[config.mk]
export PLATFORM = sky130hd
export DESIGN_NAME = sadc_readout
export DESIGN_NICKNAME = d
export VERILOG_FILES = /design/src/pkg/sadc_pkg.sv /design/src/pkg/sadc_conv_if.sv /design/src/hdl/sadc_readout.sv /design/src/hdl/sadc_sar_core.sv
export SDC_FILE = /design/constraint.sdc
export NUM_CORES = 1
export LEC_CHECK = 0
export ABC_AREA = 1
export BUFFER_PORTS_ARGS = -buffer_cell sky130_fd_sc_hd__buf_2
export CORE_MARGIN = 2
export CORE_UTILIZATION = 55
export DETAILED_ROUTE_END_ITERATION = 16
export HOLD_SLACK_MARGIN = 0.02
export PLACE_DENSITY = 0.77
export SLEW_MARGIN = 20
export SYNTH_ARGS = -nofsm -noshare
export SYNTH_HDL_FRONTEND = slang
export SYNTH_SLANG_ARGS = --single-unit
[constraint.sdc]
create_clock -name ref_clk_in -period 1.7 [get_ports ref_clk_in]
set_input_delay 0.085 -clock ref_clk_in [delete_from_list [all_inputs] [get_ports ref_clk_in]]
set_output_delay 0.085 -clock ref_clk_in [all_outputs]
set_load 0.03 [all_outputs]
[src/pkg/sadc_pkg.sv]
package sadc_pkg;
  // ----------------------------------------------------------------
  // frame layout, counted in serial-clock falling edges
  // ----------------------------------------------------------------
  localparam int unsigned RES_DEFAULT = 12;
  localparam logic [4:0] CNT_ZERO = 5'h00;
  localparam logic [4:0] CNT_ONE = 5'h01;
  localparam logic [4:0] PD_EDGE_LO = 5'h02;  // abort window opens after 2nd edge
  localparam logic [4:0] PD_EDGE_HI = 5'h0A;  // frame is safe from 10th edge on
  localparam logic [4:0] HIZ_EDGE = 5'h0F;    // 15th edge starts 16th cycle
  localparam logic [4:0] CNT_MAX = 5'h10;
  // ----------------------------------------------------------------
  // timing, fastest serial clock against the system clock
  // ----------------------------------------------------------------
  localparam int unsigned REF_PERIOD_PS = 4000;
  localparam int unsigned SCLK_MIN_PERIOD_PS = 125000;  // 8 MHz full rate
  localparam int unsigned SCLK_MIN_CYCLES = SCLK_MIN_PERIOD_PS / REF_PERIOD_PS;
endpackage

[src/pkg/sadc_conv_if.sv]
`timescale 1ns/100ps
interface sadc_conv_if #(parameter int unsigned RES = 12);
  logic start;           // load a new sample, clear the approximation
  logic [RES-1:0] sample;
  logic step;            // decide one bit
  logic bit_val;         // bit decided by the next step
  logic [RES-1:0] held;  // sample held by the core
  modport ctrl (output start, output sample, output step, input bit_val, input held);
  modport core (input start, input sample, input step, output bit_val, output held);
endinterface

[src/hdl/sadc_readout.sv]
`timescale 1ns/100ps
// Overview of operation
// - result leaves msb first; output changes on serial-clock falling edges.
// - serial clock alone steps the approximation, one bit per falling edge.
// - channel select high converts second input, low converts first input.
// - frame opens with one zero, then the result bits.
// - trailing zeros follow: two at 12 bits, four at 10, six at 8.
// - after power-down one whole frame is a wake-up frame with invalid data.
// - output floats while unselected, drives only after chip select falls.
// - power-down entry comes only from chip select timing, exit only at the tenth serial-clock falling edge.
// - chip select falling samples the input and starts a frame.
// - output floats during the sixteenth serial-clock cycle.
// - chip select rising between 2nd and 10th edge aborts and powers down.
module sadc_readout #(
  parameter int unsigned RES = sadc_pkg::RES_DEFAULT
) (
  input wire logic ref_clk_in,
  input wire logic resetn_in,
  input wire logic cs_n_in,
  input wire logic sclk_in,
  input wire logic channel_select_pin_in,
  input wire logic [RES-1:0] analog_input_first_in,
  input wire logic [RES-1:0] analog_input_second_in,
  output logic sdo_out,
  output logic sdo_oe_n_out,
  output logic powered_down_out
);
  // ----------------------------------------------------------------
  // state and edge detection
  // ----------------------------------------------------------------
  localparam logic [4:0] RES_CNT = 5'(RES);

  typedef struct packed {
    logic cs_n;      // chip select seen last cycle
    logic sclk;      // serial clock seen last cycle
    logic in_frame;
    logic dummy;     // frame started while powered down
    logic pwr_down;
    logic [4:0] cnt; // falling edges since chip select fell
    logic sdo;
    logic oe_n;
  } sadc_rd_st_t;

  sadc_rd_st_t st_r;
  sadc_rd_st_t st_nxt;
  logic cs_fall;
  logic cs_rise;
  logic sclk_fall;
  logic [4:0] cnt_inc;

  sadc_conv_if #(.RES(RES)) cv ();

  sadc_sar_core #(.RES(RES)) u_core (
    .ref_clk_in(ref_clk_in),
    .resetn_in(resetn_in),
    .cv(cv)
  );

  assign cs_fall = st_r.cs_n && !cs_n_in;
  assign cs_rise = !st_r.cs_n && cs_n_in;
  assign sclk_fall = st_r.sclk && !sclk_in;
  assign cnt_inc = (st_r.cnt == sadc_pkg::CNT_MAX) ? st_r.cnt : st_r.cnt + sadc_pkg::CNT_ONE;

  // ----------------------------------------------------------------
  // core control
  // ----------------------------------------------------------------
  // sample the selected input at the frame start
  assign cv.start = cs_fall;
  assign cv.sample = channel_select_pin_in ? analog_input_second_in
                                           : analog_input_first_in;
  assign cv.step = st_r.in_frame && !cs_rise && sclk_fall && (st_r.cnt < RES_CNT);

  // ----------------------------------------------------------------
  // frame sequencer
  // ----------------------------------------------------------------
  // next state from chip select and serial clock edges only
  always_comb begin
    st_nxt = st_r;
    st_nxt.cs_n = cs_n_in;
    st_nxt.sclk = sclk_in;
    if (cs_fall) begin
      st_nxt.in_frame = 1'b1;
      st_nxt.dummy = st_r.pwr_down;
      st_nxt.cnt = sadc_pkg::CNT_ZERO;
      st_nxt.sdo = 1'b0;
      st_nxt.oe_n = 1'b0;
    end else if (st_r.in_frame && cs_rise) begin
      st_nxt.in_frame = 1'b0;
      st_nxt.oe_n = 1'b1;
      st_nxt.sdo = 1'b0;
      if ((st_r.cnt >= sadc_pkg::PD_EDGE_LO) && (st_r.cnt < sadc_pkg::PD_EDGE_HI)) begin
        st_nxt.pwr_down = 1'b1;
      end
    end else if (st_r.in_frame && sclk_fall) begin
      st_nxt.cnt = cnt_inc;
      if (cnt_inc == sadc_pkg::PD_EDGE_HI) begin
        st_nxt.pwr_down = 1'b0;
      end
      if (cnt_inc >= sadc_pkg::HIZ_EDGE) begin
        st_nxt.oe_n = 1'b1;
        st_nxt.sdo = 1'b0;
      end else if (cnt_inc <= RES_CNT) begin
        st_nxt.sdo = cv.bit_val && !st_r.dummy;
      end else begin
        st_nxt.sdo = 1'b0;
      end
    end
  end

  // state register, floating and awake after reset
  always_ff @(posedge ref_clk_in) begin
    if (!resetn_in) begin
      st_r <= '{cs_n: 1'b1, sclk: 1'b0, in_frame: 1'b0, dummy: 1'b0, pwr_down: 1'b0,
                cnt: 5'h00, sdo: 1'b0, oe_n: 1'b1};
    end else begin
      st_r <= st_nxt;
    end
  end

  // outputs straight from the state register
  assign sdo_out = st_r.sdo;
  assign sdo_oe_n_out = st_r.oe_n;
  assign powered_down_out = st_r.pwr_down;
endmodule

[src/hdl/sadc_sar_core.sv]
`timescale 1ns/100ps
module sadc_sar_core #(
  parameter int unsigned RES = 12
) (
  input wire logic ref_clk_in,
  input wire logic resetn_in,
  sadc_conv_if.core cv
);
  typedef struct packed {
    logic [RES-1:0] sample;
    logic [RES-1:0] acc;
    logic [RES-1:0] weight;
  } sadc_core_st_t;

  sadc_core_st_t st_r;
  sadc_core_st_t st_nxt;
  logic [RES-1:0] trial;

  // ----------------------------------------------------------------
  // successive approximation, one bit per step, msb first
  // ----------------------------------------------------------------
  assign trial = st_r.acc | st_r.weight;
  assign cv.bit_val = (st_r.sample >= trial) && (st_r.weight != '0);
  assign cv.held = st_r.sample;

  // next state: start reloads, step decides and moves the weight down
  always_comb begin
    st_nxt = st_r;
    if (cv.start) begin
      st_nxt.sample = cv.sample;
      st_nxt.acc = '0;
      st_nxt.weight = {1'b1, {(RES-1){1'b0}}};
    end else if (cv.step) begin
      if (cv.bit_val) begin
        st_nxt.acc = trial;
      end
      st_nxt.weight = st_r.weight >> 1;
    end
  end

  // state register
  always_ff @(posedge ref_clk_in) begin
    if (!resetn_in) begin
      st_r <= '0;
    end else begin
      st_r <= st_nxt;
    end
  end
endmodule

# Yosys cells after proc, flatten, opt, wreduce, memory -nomap -nowiden
# Cells that the tools add are included.
dict set report totals {
  ff_bits 48
  inputBits 29
  output_inout_bits 3
}
dict set report op_classes {
  add_sub_neg 1
  order_cmp 6
  eq_ne 3
  muxes 15
  n_bitwise 4
  reduce_logical 29
}
# operator n
set op_table {}
lappend op_table {{2-to-1 mux 12 bit} 3}
lappend op_table {{>= comparator 12 bit} 1}
lappend op_table {{OR 12 bit} 1}
lappend op_table {{nonzero test 12 bit} 1}
lappend op_table {{logical AND 1 bit} 11}
lappend op_table {{< comparator 5 x 4 -> 1 bit (second input constant)} 2}
lappend op_table {{2-to-1 mux 1 bit} 10}
lappend op_table {{2-to-1 mux 8 bit} 1}
lappend op_table {{nonzero test 2 bit} 4}
lappend op_table {{AND reduction 2 bit} 3}
lappend op_table {{nonzero test 3 bit} 2}
lappend op_table {{adder 5 x 1 -> 5 bit (second input constant)} 1}
lappend op_table {{equality test 5 x 4 -> 1 bit (second input constant)} 1}
lappend op_table {{equality test 5 bit (second input constant)} 1}
lappend op_table {{>= comparator 5 x 2 -> 1 bit (second input constant)} 1}
lappend op_table {{>= comparator 5 x 4 -> 1 bit (second input constant)} 1}
lappend op_table {{less-or-equal comparator 5 x 4 -> 1 bit (second input constant)} 1}
lappend op_table {{logical NOT 1 bit} 5}
lappend op_table {{2-to-1 mux 5 bit} 1}
lappend op_table {{AND reduction 4 bit} 1}
lappend op_table {{NOT 1 bit} 3}
lappend op_table {{OR reduction 3 bit} 1}
lappend op_table {{!= test 2 x 1 -> 1 bit (second input constant)} 1}
lappend op_table {{OR reduction 2 bit} 1}

# Logic depth before layout (Yosys ltp)
dict set report depth {
  word_depth 9
  mapped_depth 14
}

# Modules after synthesis
# Synthesis repeated with hierarchy kept, for this count alone.
dict set report unflattened {
  cells_unflattened 363
  hier_area_um2 2668.8
}
# module instances cells_per_inst area_per_inst_um2
set by_module_without_submodules {}
lappend by_module_without_submodules {sadc_sar_core 1 247 1849.3}
lappend by_module_without_submodules {sadc_readout 1 116 819.5}

# Worst setup path before layout
# Ideal clock, no wire load.
dict set report synth_path {
  path_kind {reg-to-reg}
  from {reg st_r[2] in the netlist's numbering}
  to {reg st_r, in the netlist sdo_oe_n_out}
  setup_ns 0.123
  arrival_ns 1.396
  required_time_ns 1.577
  slack_ns 0.181
  path_stages_with_launch 13
  path_buffers 0
  synth_period_minus_slack_ns 1.519
  path_cell_list {dfxtp_1 -> inv_1 -> ha_1 -> nand2_1 -> inv_1 -> nand2_1 -> nand2_1 -> o21ai_2 -> nand2_2 -> nor2_1 -> nor2_1 -> nand2_1 -> nand3_1}
}
dict set report synth_via {
  elab_chain_cells 5
  elab_cells_between_ends 6
}
# element line_no
set synth_lines {}
lappend synth_lines {{start, declared} sadc_readout.sv:44} ;# sadc_rd_st_t st_r;
lappend synth_lines {{start signal, assigned} sadc_readout.sv:113} ;# st_r <= '{cs_n: 1'b1, sclk: 1'b0, in_frame: 1'b0, dummy: 1'b0, pwr_down: 1'b0,
lappend synth_lines {{start signal, assigned} sadc_readout.sv:116} ;# st_r <= st_nxt;
lappend synth_lines {{adder 5 x 1 -> 5 bit / equality test 5 bit (equally long branches)} sadc_readout.sv:62} ;# assign cnt_inc = (st_r.cnt == sadc_pkg::CNT_MAX) ? st_r.cnt : st_r.cnt + sadc_pkg::CNT_ONE;
lappend synth_lines {{2-to-1 mux 5 bit (*)} sadc_readout.sv:62}
lappend synth_lines {{>= comparator 5 x 4 -> 1 bit (*)} sadc_readout.sv:99} ;# if (cnt_inc >= sadc_pkg::HIZ_EDGE) begin
lappend synth_lines {{nonzero test 3 bit (no line) (*)} n/a}
lappend synth_lines {{AND reduction 2 bit (no line) (*)} n/a}
# Mark *: on every way between the ends. The rest lies on a longest branch, timed or not.
# A chain may end at the register's enable or synchronous reset.

# Worst setup path after layout
dict set report layout_path {
  from {reg u_core.st_r[7] in the netlist's numbering}
  to {reg u_core.st_r[17] in the netlist's numbering}
}
dict set report layout_via {
  elab_chain_cells 4
  elab_cells_between_ends 5
}
# element line_no
set layout_lines {}
lappend layout_lines {{start, declared} sadc_sar_core.sv:15} ;# sadc_core_st_t st_r;
lappend layout_lines {{start signal, assigned} sadc_sar_core.sv:46} ;# st_r <= st_nxt;
lappend layout_lines {{OR 12 bit} sadc_sar_core.sv:22} ;# assign trial = st_r.acc | st_r.weight;
lappend layout_lines {{>= comparator 12 bit} sadc_sar_core.sv:23} ;# assign cv.bit_val = (st_r.sample >= trial) && (st_r.weight != '0);
lappend layout_lines {{logical AND 1 bit (*)} sadc_sar_core.sv:23}
lappend layout_lines {{AND reduction 2 bit (no line) (*)} n/a}
# Marked as above.

==> impl_metrics.py <==
metrics = {
    "outcome": {
        "status": "complete, but fails checks",
        "violations": "setup timing",
    },
    "synth": {
        "synth-seq-cells": 48,
        "synth_edf_count": 0,
        "ys_types": 34,
        "syn_nets": 369,
        "synth_top_cell_area_share_pct": 39.0,
        "syn_inst": 324,
        "syn_avg_cell_area_um2": 7.61,
        "ys_seq_area_share_pct": 39.0,
        "synthFlopType": "dfxtp_1",
        "async_flop_share_pct": 0,
        "synth_top_cell_by_area": "dfxtp_1",
        "yosysMostFrequentCell": "nand2_1",
        "synth_commonest_cells": "56 x nand2_1, 48 x dfxtp_1, 47 x nor2_1",
        "synth.area.top_cells": "dfxtp_1 39%, nand2_1 8.5%, ha_1 8.1%",
        "synth_area_mm2": 0.00246,
        "yosys_warnings": 0,
    },
    "sta": {
        "finalSetupTns_ps": -334,
        "slew_viol_final": 0,
        "relSlewSlack_pct": 66.4,
        "fin_hold_ws_ps": 38.4,
        "hold_viol_final": 0,
        "finClkSkew_ps": 5.34,
        "fmax_mhz": 563,
        "worstMarginPinSlew_ps": 503,
        "setup_viol": 5,
        "setup_ws_ps": -76.3,
        "fin_crit_ps": 1780,
        "rsz0062_at_grt": "yes",
        "fin_crit_sh_pct": 104,
    },
    "power": {
        "clkPwrFrac_pct": 37.2,
        "power_frac_comb_pct": 14.5,
        "powerDensity_mw_per_mm2": 818,
        "p_int_mw": 1.82,
        "power_leakage_nw": 1.29,
        "power_mw": 2.42,
        "swShare_pct": 25.0,
        "seq_power_share_pct": 48.4,
        "irDropWorstVdd_uv": 634,
        "switchingPower_mw": 0.606,
    },
    "finish": {
        "drive_gt1_share_pct": 29.4,
        "final_core_util_pct": 68.5,
        "fillerInstances": 373,
        "fin_nets": 411,
        "fin_cells": 419,
        "area_growth_pct": 20.3,
        "design_area_mm2": 0.00296,
        "antenna-diode-count": 0,
    },
    "floorplanning": {
        "start_util_pct": 57.0,
        "pin_count": 32,
        "fp.dieArea_mm2": 0.00503,
        "core_mm2": 0.00432,
        "rows": 24,
        "die_y_um": 70.9,
        "die_x_um": 70.9,
    },
    "grt": {
        "overflow": 0,
        "grt_max_degree": 30,
        "track_usage_pct": 23.6,
        "grt_pass1_wl_um": 9550,
        "antenna_found_initial": 0,
        "grt_pass1_vias": 2134,
    },
    "place": {
        "routabilityCongestion": 0.822,
        "placed_area_mm2": 0.00268,
        "io_buffer_count": 31,
        "place_inst": 405,
        "dp_slack_ps": -66.9,
        "hpwlAfterDp_um": 3900,
    },
    "worst_setup_path": {
        "rrSetupSlack_ps": -80,
        "cp.required_ps": 1880,
        "cp_data_arrival_time_ps": 1960,
        "cp_max_fo": 5,
        "cpPeakStageDelay_ps": 350,
        "worst-r2r-cell-count": 11,
        "cp-start-kind": "flip-flop",
        "path_cells": "nor2_2 > ha_1 > nand2_2 > nor2_2 > and2_4 > nand2_2 > nand4_4 > nand2_4 > clkinvlp_4 > nand2_1 > a21oi_2",
        "critPathKind": "flip-flop to flip-flop",
        "endpoint_kind": "flip-flop",
        "cp_slowest_cell": "dfxtp_2",
    },
    "clocking": {
        "clockBufferDepth": 2,
        "clock-sinks": 48,
        "clkTransAtPathRegs_ps": 90,
        "worstSkewPairLatency_ps": 300,
        "cts_buffers": 5,
        "cts_tree": "built",
        "ctsHtreeMaxLevel": 2,
        "root_buffer": "clkbuf_8",
    },
    "route": {
        "postRouteAntennaNets": 0,
        "routedWlPerCell_um": 13.4,
        "wl_um": 5600,
        "viasPerCell": 5.26,
        "drc": 0,
        "vias": 2205,
        "first_pass_iters": 4,
        "drtIter0Drc": 135,
    },
    "flow_run": {
        "max_cap_violations": 0,
    },
    "worst_hold_path": {
        "hold-path-cell-count": 3,
        "hold_class": "input port to flip-flop",
    },
}
-- per-layer routing --
metal  GRT usage (%)  vias up  share of wire, %
li1                -     1127                 -
met1            29.9     1015                44
met2            40.9       54                50
met3            4.70        9               4.3
met4            6.29        0               1.6
met5               0        -                 0
-- sequential cells by signal (all words and copies together), names as in the netlist --
| name | count |
|---|---|
| u_core.st_r | 24 |
| u_core.cv.held | 12 |
| st_r | 9 |
| powered_down_out | 1 |
| sdo_oe_n_out | 1 |
| sdo_out | 1 |
-- timing repair --
action / CTS / global route
endpoints found under the setup margin: 11 / 19
hold endpoints to repair: 3 / 0
pin swaps: 4 / 10
buffers inserted: 1 / 1
resized for setup: 16 / 30
cloned: 1 / 0
hold buffers: 3 / 0
-- path summary, 6_finish.rpt --
kind	start	end
min	analog_input_first_in[0]	u_core.cv.held[0]
max reg2reg	u_core.st_r[7]	u_core.st_r[17]
min reg2reg	u_core.st_r[14]	u_core.st_r[14]
max	u_core.st_r[7]	u_core.st_r[17]
-- area by class of cell --
| cell class | count | area, um^2 | area share [%] |
|---|---|---|---|
| clock buffers | 7 | 96.3 | 3.25 |
| clock inverters | 1 | 30.0 | 1.01 |
| inverters | 45 | 173 | 5.83 |
| multi-input cells | 223 | 1370 | 46.1 |
| flip-flops and latches | 48 | 982 | 33.1 |
| well taps | 52 | 65.1 | 2.20 |
| repair buffers | 42 | 245 | 8.27 |
| repair inverters | 1 | 7.51 | 0.253 |
-- power groups by stage --
stage	Sequential, mW	Combinational [mW]	Clock [mW]
4_1_cts	1.17	0.323	0.922
2_1_floorplan	1.20	0.183	0
6_report	1.17	0.351	0.901
3_5_place_dp	1.20	0.269	0
5_1_grt	1.18	0.388	0.952
3_3_place_gp	1.20	0.259	0
-- critical path, delay by kind of cell (launching register included) --
family	cells	cell delay [ps]
and+or+nand+nor	8	760
DFF	1	350
adders and majority gates	1	330
buffers and inverters	1	150
AOI/OAI and AO/OA	1	50
-- placed cells by master, fill, tap and decap left out, types with 2 or more instances in the layout --
cell type and n:
nand2_2 10, inv_2 5, clkbuf_8 7, buf_4 8
dlygate4sd3_1 3, dfxtp_4 2, nor4_1 3, nor2_2 14
inv_1 38, nor2_1 40, buf_2 31, a21oi_2 7
dfxtp_1 35, o21ai_0 20, mux2i_1 12, nand2_1 48
nand2_4 2, o21a_1 12, nand3_1 8, nor2_4 2
a21oi_1 14, ha_1 15, dfxtp_2 11
-- cell families (layout without fill, tap and decap cells) --
| family | Yosys count | after routing | synth area share [%] |
|---|---|---|---|
| fa+ha+maj | 16 | 16 | 8.12 |
| simple gates | 133 | 133 | 24.1 |
| compound gates | 61 | 61 | 14.7 |
| buf+inv | 53 | 96 | 8.88 |
| mux | 12 | 12 | 4.87 |
| xor+xnor | 1 | 1 | 0.355 |
| flops | 48 | 48 | 39.0 |
No activity file was read; power rests on OpenSTA's default activity.
